--- config.mk ---
export PLATFORM = sky130hd
export DESIGN_NAME = fmcc_host
export DESIGN_NICKNAME = d
export VERILOG_FILES = /design/src/logic/fmcc_pkg.sv /design/src/logic/fmcc_sync.sv /design/src/logic/fmcc_host.sv
export VERILOG_INCLUDE_DIRS = /design/src /design/src/logic
export SDC_FILE = /design/constraint.sdc
export NUM_CORES = 1
export LEC_CHECK = 0
export BUFFER_PORTS_ARGS = -buffer_cell sky130_fd_sc_hd__buf_4
export CAP_MARGIN = 20
export CORE_MARGIN = 8
export CORE_UTILIZATION = 45
export DETAILED_ROUTE_END_ITERATION = 7
export PLACE_DENSITY = 0.73
export REMOVE_ABC_BUFFERS = 1
export SYNTH_ARGS = -nofsm -noshare
export SYNTH_HDL_FRONTEND = slang
export SYNTH_SLANG_ARGS = --single-unit
--- constraint.sdc ---
create_clock -name i_clk -period 2.5 [get_ports i_clk]
set_input_delay 0.125 -clock i_clk [delete_from_list [all_inputs] [get_ports i_clk]]
set_output_delay 0.125 -clock i_clk [all_outputs]
set_load 0.02 [all_outputs]
--- src/logic/fmcc_cfg.svh ---
// Offsets, field positions, reset values and pin timing for the flash controller
`ifndef FMCC_CFG_SVH
`define FMCC_CFG_SVH

// ==========================================================================
// Register byte offsets
`define FMCC_OFF_CMD 12'h000
`define FMCC_OFF_ADDR 12'h004
`define FMCC_OFF_WDATA 12'h008
`define FMCC_OFF_STATUS 12'h00c
`define FMCC_OFF_CODES 12'h010
`define FMCC_OFF_UADDR 12'h014
`define FMCC_OFF_RCODE 12'h018

// ==========================================================================
// Field positions
`define FMCC_ST_BUSY 0
`define FMCC_ST_AUTOSEL 1
`define FMCC_ST_EMBED 2
`define FMCC_ST_TEXC 3
`define FMCC_ST_RD_LSB 8
`define FMCC_TEXC_BIT 5
`define FMCC_ID_SECT_MSB 16
`define FMCC_ID_SECT_LSB 14

// ==========================================================================
// Reset values of the code registers
`define FMCC_RST_CODES 32'h0000_0000
`define FMCC_RST_UADDR 32'h0000_0000
`define FMCC_RST_RCODE 8'h00

// ==========================================================================
// Pin timing
`define FMCC_CLK_NS 25
`define FMCC_T_ACC_NS 120
`define FMCC_T_WE_NS 50
`define FMCC_SYNC_CYC 2
`define FMCC_WE_CYC ((`FMCC_T_WE_NS + `FMCC_CLK_NS - 1) / `FMCC_CLK_NS)
`define FMCC_RD_CYC (((`FMCC_T_ACC_NS + `FMCC_CLK_NS - 1) / `FMCC_CLK_NS) + `FMCC_SYNC_CYC)

`endif

--- src/logic/fmcc_pkg.sv ---
// Types shared by the flash controller files
package fmcc_pkg;

    // ======================================================================
    // Operations and sequencer states
    typedef enum logic [2:0] {
        FMCC_OP_READ = 3'h0,
        FMCC_OP_WRITE = 3'h1,
        FMCC_OP_PROGRAM = 3'h2,
        FMCC_OP_AUTOSEL = 3'h3,
        FMCC_OP_RESET = 3'h4
    } fmcc_op_e;

    typedef enum logic [1:0] {
        FMCC_IDLE = 2'b00,
        FMCC_SETUP = 2'b01,
        FMCC_STROBE = 2'b11,
        FMCC_HOLD = 2'b10
    } fmcc_state_e;

    // ======================================================================
    // One bus cycle on the flash pins
    typedef struct packed {
        logic rd;
        logic last;
        logic [16:0] addr;
        logic [7:0] data;
    } fmcc_step_s;

    typedef struct packed {
        logic ce_n;
        logic oe_n;
        logic we_n;
    } fmcc_ctl_s;

endpackage : fmcc_pkg

--- src/logic/fmcc_sync.sv ---
// Two-stage synchroniser for the data lines coming back from the flash
`timescale 1ns/10ps
module fmcc_sync #(
    parameter int WIDTH = 8
) (
    input wire logic i_clk,
    input wire logic i_reset,
    input wire logic [WIDTH-1:0] i_async,
    output logic [WIDTH-1:0] o_sync
);
    logic [WIDTH-1:0] meta;

    // ======================================================================
    // One pair of flip-flops per bit
    genvar b;
    generate
        for (b = 0; b < WIDTH; b++) begin : g_bit
            always_ff @(posedge i_clk) begin
                if (i_reset) begin
                    meta[b] <= 1'b0;
                    o_sync[b] <= 1'b0;
                end else begin
                    meta[b] <= i_async[b];
                    o_sync[b] <= meta[b];
                end
            end
        end
    endgenerate

endmodule : fmcc_sync

--- src/logic/fmcc_host.sv ---
// Host-side controller driving a byte-wide parallel NOR flash over its strobe pins
// How it works
// [RL1] During program or erase, reads return status bits; plain reads fetch them.
// [RL2] Chip select high puts flash in standby; we idle with select high.
// [RL3] Deselecting mid-operation does not abort it; we deselect freely between cycles.
// [RL4] Output enable high floats flash outputs; we raise it except during reads.
// [RL5] Three top address bits choose one of eight 16 KB sectors.
// [RL6] Id reads set A6 low, A1/A0 low for maker, A0 high for device.
// [RL7] Protection verify places sector on top bits with A1 high, A0 low.
// [RL8] Autoselect mode yields maker, device and protection codes as readable values.
// [RL9] Autoselect is entered by writing unlock cycles then the autoselect command.
// [RL10] Protected sectors refuse program and erase until unprotected.
// [RL11] Sectors ship unprotected.
// [RL12] Below supply lockout the flash ignores writes and resets itself.
// [RL13] Writes start only with select and write strobe low, output enable high.
// [RL14] A write strobe held low at power-up is not taken as a command.
// [RL15] At power-up the flash reads array data without any command.
// [RL16] Program is preceded by the two unlock write cycles.
// [RL17] Wrong codes or order drop the sequence back to array read.
// [RL18] Address latched at the later fall, data at the earlier rise of strobes.
// [RL19] After an embedded operation the flash returns to array read by itself.
// [RL20] After timing exceeded shows, the reset command returns to array read.
// [RL21] Reset leaves autoselect; its address bits are ignored.
// [RL22] Reset aborts a partial sequence but is ignored once the operation runs.
//
// Added by the designer: the APB register port and the register addresses.
`timescale 1ns/10ps
`include "fmcc_cfg.svh"
module fmcc_host
    import fmcc_pkg::*;
(
    input wire logic i_clk,
    input wire logic i_reset,
    input wire logic i_psel,
    input wire logic i_penable,
    input wire logic i_pwrite,
    input wire logic [11:0] i_paddr,
    input wire logic [31:0] i_pwdata,
    output logic [31:0] o_prdata,
    output logic o_pready,
    output logic o_pslverr,
    output logic [16:0] o_flash_addr,
    output logic [7:0] o_data_lines,
    output logic o_data_lines_oe_n,
    input wire logic [7:0] i_data_lines,
    output logic o_ce_n,
    output logic o_oe_n,
    output logic o_we_n
);
    localparam logic [3:0] WE_LAST = 4'(`FMCC_WE_CYC - 1);
    localparam logic [3:0] RD_LAST = 4'(`FMCC_RD_CYC - 1);

    fmcc_state_e state;
    fmcc_op_e op;
    fmcc_step_s step;
    fmcc_ctl_s ctl;
    logic [1:0] idx;
    logic [3:0] cnt;
    logic [16:0] addr;
    logic [7:0] wdata;
    logic [31:0] codes;
    logic [31:0] uaddr;
    logic [7:0] rcode;
    logic [7:0] rd_byte;
    logic [7:0] dq_sync;
    logic in_autosel;
    logic embed;
    logic texc;
    logic busy;
    logic wr_acc;
    logic rd_acc;
    logic start;
    logic mapped;
    logic done_pulse;
    logic sample;

    // ======================================================================
    // Pin input synchroniser
    fmcc_sync #(.WIDTH(8)) u_sync (
        .i_clk(i_clk),
        .i_reset(i_reset),
        .i_async(i_data_lines),
        .o_sync(dq_sync)
    );

    // ======================================================================
    // Sequence table: one entry per pin cycle of each operation
    function automatic fmcc_step_s step_of(input fmcc_op_e f_op, input logic [1:0] f_idx);
        fmcc_step_s s;
        logic [16:0] id_addr;
        s = '0;
        // Sector on the top bits, A6 low, A1/A0 choose the code
        id_addr = {addr[`FMCC_ID_SECT_MSB:`FMCC_ID_SECT_LSB], 7'h00, 1'b0, 4'h0, wdata[1:0]}; // see [RL5] [RL6] [RL7]
        case (f_op)
            FMCC_OP_PROGRAM, FMCC_OP_AUTOSEL: begin
                case (f_idx)
                    2'd0: s = '{rd: 1'b0, last: 1'b0, addr: {1'b0, uaddr[15:0]}, data: codes[7:0]}; // see [RL16] [RL9]
                    2'd1: s = '{rd: 1'b0, last: 1'b0, addr: {1'b0, uaddr[31:16]}, data: codes[15:8]};
                    2'd2: begin
                        s.addr = {1'b0, uaddr[15:0]};
                        s.data = (f_op == FMCC_OP_PROGRAM) ? codes[31:24] : codes[23:16];
                    end
                    default: begin
                        s.last = 1'b1;
                        s.rd = (f_op == FMCC_OP_AUTOSEL);
                        s.addr = (f_op == FMCC_OP_AUTOSEL) ? id_addr : addr; // see [RL8]
                        s.data = wdata;
                    end
                endcase
            end
            FMCC_OP_READ: s = '{rd: 1'b1, last: 1'b1, addr: addr, data: 8'h00}; // see [RL1] [RL15]
            FMCC_OP_RESET: s = '{rd: 1'b0, last: 1'b1, addr: addr, data: rcode}; // see [RL20] [RL21] [RL22]
            default: s = '{rd: 1'b0, last: 1'b1, addr: addr, data: wdata};
        endcase
        return s;
    endfunction : step_of

    always_comb begin
        step = step_of(op, idx);
    end

    // ======================================================================
    // APB slave: one wait state, error on unmapped offsets
    always_comb begin
        mapped = (i_paddr == `FMCC_OFF_CMD) || (i_paddr == `FMCC_OFF_ADDR) || (i_paddr == `FMCC_OFF_WDATA)
            || (i_paddr == `FMCC_OFF_STATUS) || (i_paddr == `FMCC_OFF_CODES) || (i_paddr == `FMCC_OFF_UADDR)
            || (i_paddr == `FMCC_OFF_RCODE);
        wr_acc = i_psel && i_penable && !o_pready && i_pwrite && mapped;
        rd_acc = i_psel && i_penable && !o_pready && !i_pwrite;
        busy = (state != FMCC_IDLE);
        // A command while busy is dropped; software polls busy first
        start = wr_acc && (i_paddr == `FMCC_OFF_CMD) && !busy && (i_pwdata[2:0] <= 3'(FMCC_OP_RESET));
    end

    always_ff @(posedge i_clk) begin
        if (i_reset) begin
            o_pready <= 1'b0;
            o_pslverr <= 1'b0;
        end else begin
            o_pready <= i_psel && i_penable && !o_pready;
            o_pslverr <= i_psel && i_penable && !o_pready && !mapped;
        end
    end

    always_ff @(posedge i_clk) begin
        if (i_reset) begin
            o_prdata <= 32'h0000_0000;
        end else if (rd_acc) begin
            case (i_paddr)
                `FMCC_OFF_ADDR: o_prdata <= {15'h0000, addr};
                `FMCC_OFF_WDATA: o_prdata <= {24'h000000, wdata};
                `FMCC_OFF_STATUS: o_prdata <= {16'h0000, rd_byte, 4'h0, texc, embed, in_autosel, busy};
                `FMCC_OFF_CODES: o_prdata <= codes;
                `FMCC_OFF_UADDR: o_prdata <= uaddr;
                `FMCC_OFF_RCODE: o_prdata <= {24'h000000, rcode};
                default: o_prdata <= 32'h0000_0000;
            endcase
        end
    end

    always_ff @(posedge i_clk) begin
        if (i_reset) begin
            addr <= 17'h00000;
            wdata <= 8'h00;
            codes <= `FMCC_RST_CODES;
            uaddr <= `FMCC_RST_UADDR;
            rcode <= `FMCC_RST_RCODE;
        end else if (wr_acc && !busy) begin
            // Operands are frozen while a sequence runs on the pins
            case (i_paddr)
                `FMCC_OFF_ADDR: addr <= i_pwdata[16:0];
                `FMCC_OFF_WDATA: wdata <= i_pwdata[7:0];
                `FMCC_OFF_CODES: codes <= i_pwdata;
                `FMCC_OFF_UADDR: uaddr <= i_pwdata;
                `FMCC_OFF_RCODE: rcode <= i_pwdata[7:0];
                default: ;
            endcase
        end
    end

    // ======================================================================
    // Pin sequencer
    always_comb begin
        done_pulse = (state == FMCC_HOLD) && step.last;
        sample = (state == FMCC_STROBE) && step.rd && (cnt == RD_LAST);
    end

    always_ff @(posedge i_clk) begin
        if (i_reset) begin
            state <= FMCC_IDLE;
            op <= FMCC_OP_READ;
            idx <= 2'd0;
            cnt <= 4'h0;
        end else begin
            case (state)
                FMCC_IDLE: begin
                    if (start) begin
                        op <= fmcc_op_e'(i_pwdata[2:0]);
                        idx <= 2'd0;
                        state <= FMCC_SETUP;
                    end
                end
                FMCC_SETUP: begin
                    cnt <= 4'h0;
                    state <= FMCC_STROBE;
                end
                FMCC_STROBE: begin
                    cnt <= cnt + 4'h1;
                    if (cnt == (step.rd ? RD_LAST : WE_LAST)) begin
                        state <= FMCC_HOLD;
                    end
                end
                FMCC_HOLD: begin
                    if (step.last) begin
                        state <= FMCC_IDLE;
                    end else begin
                        idx <= idx + 2'd1;
                        state <= FMCC_SETUP;
                    end
                end
                default: state <= FMCC_IDLE;
            endcase
        end
    end

    // Strobe levels per state; output enable stays high across every write
    always_comb begin
        ctl = '{ce_n: 1'b1, oe_n: 1'b1, we_n: 1'b1}; // see [RL2] [RL4]
        case (state)
            FMCC_SETUP: ctl = '{ce_n: 1'b0, oe_n: 1'b1, we_n: 1'b1};
            FMCC_STROBE: ctl = '{ce_n: 1'b0, oe_n: !step.rd, we_n: step.rd}; // see [RL13]
            default: ;
        endcase
    end

    always_ff @(posedge i_clk) begin
        if (i_reset) begin
            o_ce_n <= 1'b1;
            o_oe_n <= 1'b1;
            o_we_n <= 1'b1;
            o_flash_addr <= 17'h00000;
            o_data_lines <= 8'h00;
            o_data_lines_oe_n <= 1'b1;
        end else begin
            o_ce_n <= ctl.ce_n;
            o_oe_n <= ctl.oe_n;
            o_we_n <= ctl.we_n;
            // Address settles a cycle before the strobe falls, data holds past its rise
            if (state != FMCC_IDLE) begin
                o_flash_addr <= step.addr; // see [RL18]
                o_data_lines <= step.data;
            end
            o_data_lines_oe_n <= (state == FMCC_IDLE) || step.rd;
        end
    end

    // ======================================================================
    // Read capture and mode tracking
    always_ff @(posedge i_clk) begin
        if (i_reset) begin
            rd_byte <= 8'h00;
        end else if (sample) begin
            rd_byte <= dq_sync; // see [RL1]
        end
    end

    always_ff @(posedge i_clk) begin
        if (i_reset) begin
            in_autosel <= 1'b0;
            embed <= 1'b0;
        end else if (done_pulse) begin
            if (op == FMCC_OP_AUTOSEL) begin
                in_autosel <= 1'b1; // see [RL9]
            end else if (op == FMCC_OP_RESET) begin
                in_autosel <= 1'b0; // see [RL21]
                embed <= 1'b0;
            end
            if (op == FMCC_OP_PROGRAM) begin
                embed <= 1'b1;
            end
        end
    end

    // Sticky timing-exceeded seen in a status read; a reset command clears it, a new hit wins
    always_ff @(posedge i_clk) begin
        if (i_reset) begin
            texc <= 1'b0;
        end else if (sample && embed && dq_sync[`FMCC_TEXC_BIT]) begin
            texc <= 1'b1; // see [RL20]
        end else if (done_pulse && op == FMCC_OP_RESET) begin
            texc <= 1'b0;
        end
    end

    // ======================================================================
    // Checks
    a_write_oe_high: assert property (@(posedge i_clk) disable iff (i_reset) // see [RL13]
        !o_we_n |-> (o_oe_n && !o_ce_n && !o_data_lines_oe_n))
        else $error("write strobe low without select low and output enable high");

    a_addr_stable_we: assert property (@(posedge i_clk) disable iff (i_reset) // see [RL18]
        (!o_we_n && $past(!o_we_n)) |-> $stable(o_flash_addr) && $stable(o_data_lines))
        else $error("address or data moved during write strobe");

    a_data_held_rise: assert property (@(posedge i_clk) disable iff (i_reset) // see [RL18]
        $rose(o_we_n) |-> !o_data_lines_oe_n && $stable(o_data_lines))
        else $error("data released at write strobe rise");

    a_unlock_first: assert property (@(posedge i_clk) disable iff (i_reset) // see [RL16]
        (state == FMCC_SETUP && op == FMCC_OP_PROGRAM && idx == 2'd0)
        |=> o_flash_addr == {1'b0, uaddr[15:0]} && o_data_lines == codes[7:0])
        else $error("program did not open with the first unlock cycle");

    a_id_addr_bits: assert property (@(posedge i_clk) disable iff (i_reset) // see [RL6] [RL7]
        (state == FMCC_STROBE && op == FMCC_OP_AUTOSEL && idx == 2'd3)
        |-> !o_flash_addr[6] && o_flash_addr[1:0] == wdata[1:0])
        else $error("identifier read address bits wrong");

    a_autosel_enter: assert property (@(posedge i_clk) disable iff (i_reset) // see [RL9]
        (done_pulse && op == FMCC_OP_AUTOSEL) |=> in_autosel)
        else $error("autoselect mode not recorded");

    a_reset_exits: assert property (@(posedge i_clk) disable iff (i_reset) // see [RL21]
        (done_pulse && op == FMCC_OP_RESET) |=> (!in_autosel && !embed && !texc) ##1 (!texc || busy))
        else $error("reset command did not clear mode flags");

    a_texc_sticky: assert property (@(posedge i_clk) disable iff (i_reset) // see [RL20]
        (texc && !(done_pulse && op == FMCC_OP_RESET)) |=> texc)
        else $error("timing-exceeded flag dropped without reset command");

    a_read_len: assert property (@(posedge i_clk) disable iff (i_reset) // see [RL4]
        $fell(o_oe_n) |-> (!o_oe_n && !o_ce_n) [*7] ##1 o_oe_n)
        else $error("read strobe length wrong");

endmodule : fmcc_host

Word-level counts from Yosys, hierarchy flattened:

Index checks and enable logic that the tools add are counted.

* bits in registers: 198
* input bits: 57
* output and inout bits: 63
* word-level logic and storage cells: 133

* add/subtract/negate cells: 2
* order comparisons: 1
* eq/ne operators: 20
* multiplexer cells: 22
* reductions and logical operators: 50

Operators with widths (number)
* one-hot mux 32 bit (6 select lines): 1
* one-hot mux 27 bit (3 select lines): 1
* one-hot mux 25 bit (3 select lines): 1
* == test 12 x 5 -> 1 bit, second input constant: 3
* == test 12 x 4 -> 1 bit, second input constant: 2
* logical AND 1 bit: 16
* AND reduction 2 bit: 8
* 2-to-1 mux 14 bit: 1
* == test 12 x 3 -> 1 bit, second input constant: 1
* logical NOT 12 bit: 1
* nonzero test 2 bit: 6
* 2-to-1 mux 2 bit: 5
* 2-to-1 mux 8 bit: 1
* one-hot mux 2 bit (4 select lines): 1
* one-hot mux 4 bit (2 select lines): 1
* logical OR 1 bit: 7
* 2-to-1 mux 1 bit: 7
* == test 2 bit, second input constant: 3
* == test 3 x 2 -> 1 bit, second input constant: 2
* one-hot mux 3 bit (2 select lines): 1
* AND reduction 3 bit: 2
* logical NOT 1 bit: 5
* adder 4 x 1 -> 4 bit, second input constant: 1
* == test 2 x 1 -> 1 bit, second input constant: 2
* other kinds (13): 16

Logic depth before layout (Yosys ltp):

* depth after elaboration: 13
* mapped depth: 9

Cells and area by module:

Synthesis repeated with hierarchy kept, for this count alone.

* cells, all modules: 986
* area total of the unflattened synthesis: 9145.0 µm²

Modules (own cells, without submodules)
* fmcc_host: instances 1, cells an instance 953, area an instance 8680.8 µm², seq. area each 3643.5 µm²
* fmcc_sync: instances 1, cells an instance 33, area an instance 464.2 µm², seq. area each 320.3 µm²

Worst setup path after synthesis:

OpenSTA, ideal clock, no wires.

* kind: reg-to-reg
* from: register idx[0]
* to: register o_flash_addr[10]
* library setup time: 0.132 ns
* arrival time: 1.881 ns
* setup slack: 0.487 ns
* stages on the path, launching flop included: 10
* path buffers: 3
* period minus slack after synthesis: 2.013 ns
* path through: dfxtp_1 -> inv_1 -> ha_1 -> clkbuf_1 -> or2_2 -> clkbuf_1 -> buf_2 -> a22o_1 -> a221oi_1 -> nor3_1

* longest elaborated chain between the ends: 3

Ends and longest elaborated chain
* start, declared: RTL line fmcc_host.sv:57 `logic [1:0] idx;`
* start signal, assigned: RTL line fmcc_host.sv:217 `idx <= idx + 2'd1;`
* == test 2 bit (tied with other cells): RTL line fmcc_host.sv:96 `case (f_idx)`
* one-hot mux 25 bit (3 select lines) (*): RTL line fmcc_host.sv:96
* one-hot mux 27 bit (3 select lines) (*): RTL line fmcc_host.sv:94 `case (f_op)`
* end signal, assigned: RTL line fmcc_host.sv:250 `o_flash_addr <= step.addr;`
* end, declared: RTL line fmcc_host.sv:42 `output logic [16:0] o_flash_addr,`

Mark *: on every way between the ends. The rest lies on a longest branch, timed or not.
A chain may end at the register's enable or synchronous reset.

Final worst setup path:

* from: register idx[0]
* to: register o_flash_addr[13]

The elaborated chain is that of the path after synthesis.

==> run metrics <==
outcome finished clean; Starting Density 0.460; Worst EP arrival 2.43 ns; Core ar. 0.0196 mm^2; routed wl met3 2.46 mm; GRT Util Overall 0.224; crit-path max cell delay 0.54 ns; Synth Area in Compound Gates 0.165; Fill cells 1715; Post-layout nets 1181; First-pass DRT Iterations 8; H-tree Lvls 4; largest family of logic cells by synthesized area simple AND/OR/NAND/NOR gates; setup TNS 0 ns; synth unique cells 56; final worst path period need 2.11 ns; die height 158 um; Power Density 582 mW/mm^2; FF-to-FF Start idx[0]$_SDFFE_PP0P_; Post-DRT Antenna Nets 0; Post-Syn Area 0.00901 mm^2; Vias/cell 5.77; P&R area growth vs syn 24.7%; total CTS buffers 17; Yosys warnings 0; Core Rows 51; Setup crit end kind register; clock-pin slew on the worst setup and hold paths 0.07 ns; initial DRC count 788; Post-Place Cells 1323; Worst-Margin Slew 0.758 ns; critical-path cell list inv_1, ha_1, or2_2, a22o_1, a221oi_1, nor3_1; Critical Path Source Type register; simple-gate share of the synthesized area 0.204; ranking of synthesized cells by area dfxtp_1 (44%), mux2i_1 (12%), nand2b_1 (7.0%); Routed WL 28.0 mm; Hold Crit Class in2reg; top post-synthesis cells by count dfxtp_1 (198), mux2i_1 (109), nand2b_1 (101), o21ai_0 (69), nand2_1 (61); fmax 474 MHz; DP HPWL 19.0 mm; Setup Skew 0.0108 ns; EDFF count, synth 0; drt wl/cell 20.1 um; DRC viols 0; Max Slew Vio Count 0; Async S/R FF share, synth 0; post-synthesis mux area share 0.136; Final Hold Vio Count 0; LEAKAGE 4.36 nW; largest net degree at the start of global routing 61; highest metal used met4; beginning of the critical path idx[0]$_SDFFE_PP0P_; final setup vio count 0; Max Cap Viol 0; RD Place Congestion 0.917; Max-Slew Margin vs Limit 0.493; vias in the first global route 7698; M1 WL 11.4 mm; IO buf count 119; Worst Min Path Start i_paddr[2]; largest area contributor in the netlist dfxtp_1; CP Data Required Time 2.82 ns; register area share after synthesis 0.440; Antenna Diode Count 0; multi-input combinational cell area 0.00466 mm^2; Peak VDD IR 0.498 mV; Total Power 6.54 mW; sequential cell area 0.00396 mm^2; area share of fa/ha/maj cells after synthesis 0.00972; clock latency on the worst-skew pair 0.44 ns; grt ovf 0; most numerous cell in the Yosys netlist dfxtp_1; first-pass GRT wire length 43.0 mm; Crit Path Class reg2reg; CTS tree done; CP Max Fanout 16; share of layout cells above drive strength 1 0.200; Top-Level Pins 120; clock buffer depth 2; period utilization 0.845; DIE WIDTH 158 um; non-filler instance count after layout 1395; total number of vias 8053; Synth Area per Inst 9.17 um^2; xor and xnor area share after synthesis 0; area share of the largest cell type after synthesis 0.440; hold_ws 0.0924 ns; slowest CP cell or2_2; antenna violations before repair 0; RSZ-0062 raised after global routing false; Cells after Synth 983; clock tree root driver cell clkbuf_16; die area 0.0248 mm^2; metal2 WL 13.0 mm; number of synthesized register bits 198; CTS sink cnt 198; top_reg_cell synth dfxtp_1
[cells by family after synthesis]
group | after synthesis
AO/OA/AOI/OAI | 229
flip-flops | 198
multiplexers | 121
AND/OR/NAND/NOR | 336
adder cells (fa/ha/maj) | 7
buffers and inverters | 92
[timing repair]
action,4_1_cts,5_1_grt
setup buffers,0,0
resized for setup,0,0
endpoints found under the hold margin,67,0
hold buffers,40,0
[placed cells by master, fill, tap and decap left out, drive strengths merged, types with 8 or more instances in the layout]
cell type / Yosys / routed
dlygate4sd3: 0 / 40
mux2: 12 / 12
a221oi: 15 / 15
nand2: 62 / 62
mux2i: 109 / 109
a21oi: 59 / 59
buf: 29 / 157
a22oi: 20 / 20
nand3: 51 / 51
nor2: 48 / 48
a222oi: 9 / 9
a22o: 12 / 12
nor3: 15 / 15
inv: 10 / 16
nor2b: 21 / 21
nand2b: 101 / 101
dfxtp: 198 / 198
a31o: 8 / 8
o21ai: 69 / 69
o221ai: 8 / 8
clkbuf: 53 / 17
[final timing paths]
path                                                      end  slack, ns  cells past startpoint
worst max-delay path            o_flash_addr[13]$_SDFFE_PP0N_       0.39                      6
worst max register to register  o_flash_addr[13]$_SDFFE_PP0N_       0.39                      6
worst min-delay path                     o_pslverr$_SDFF_PP0_       0.09                      3
worst min register to register    u_sync.o_sync[6]$_SDFF_PP0_       0.44                      1
[registers in the layout, summed over array words and instances (netlist names), 2 cells and up]
register       flops
addr              17
cnt                4
codes             32
idx                2
o_data_lines       8
o_flash_addr      17
o_prdata          32
op                 3
rcode              8
rd_byte            8
state              2
u_sync.meta        8
u_sync.o_sync      8
uaddr             32
wdata              8
[routing by layer]
metal / vias up / track usage
li1: 3793 / -
met1: 3825 / 0.282
met2: 369 / 0.355
met3: 66 / 0.0491
met4: 0 / 0.113
met5: - / 0
[where the power goes]
part	switching, mW	internal, mW
registers	0.00535	3.17
clock network	1.29	1.70
logic	0.195	0.182
total	1.49	5.05
[area by class of cell]
class / instances / area share
Clock inverter: 15 / 0.0190
Tap cell: 265 / 0.0295
Clock buffer: 17 / 0.0379
Inverter: 10 / 0.00334
Multi-Input combinational cell: 693 / 0.415
Timing Repair Buffer: 197 / 0.143
Sequential cell: 198 / 0.353
[critical path, delay by kind of cell, from the launching register on]
kind,cells,cell delay [ns]
AO/OA/AOI/OAI,2,0.54
buffers and inverters,1,0.11
AND/OR/NAND/NOR,2,0.61
flip-flops,1,0.41
adder cells (fa/ha/maj),1,0.31
[metrics by stage]
| stage | cell area, um^2 | setup WS [ns] | utilization |
|---|---|---|---|
| floorplan | 8640 | -0.872 | - |
| global placement | 10200 | 0.496 | 0.520 |
| detailed placement | 10200 | 0.442 | 0.520 |
| CTS | 11200 | 0.425 | 0.574 |
| global route | 11200 | 0.286 | 0.574 |
| finish | 11200 | 0.388 | 0.574 |
Note: power is estimated with default switching activity, not from simulation.
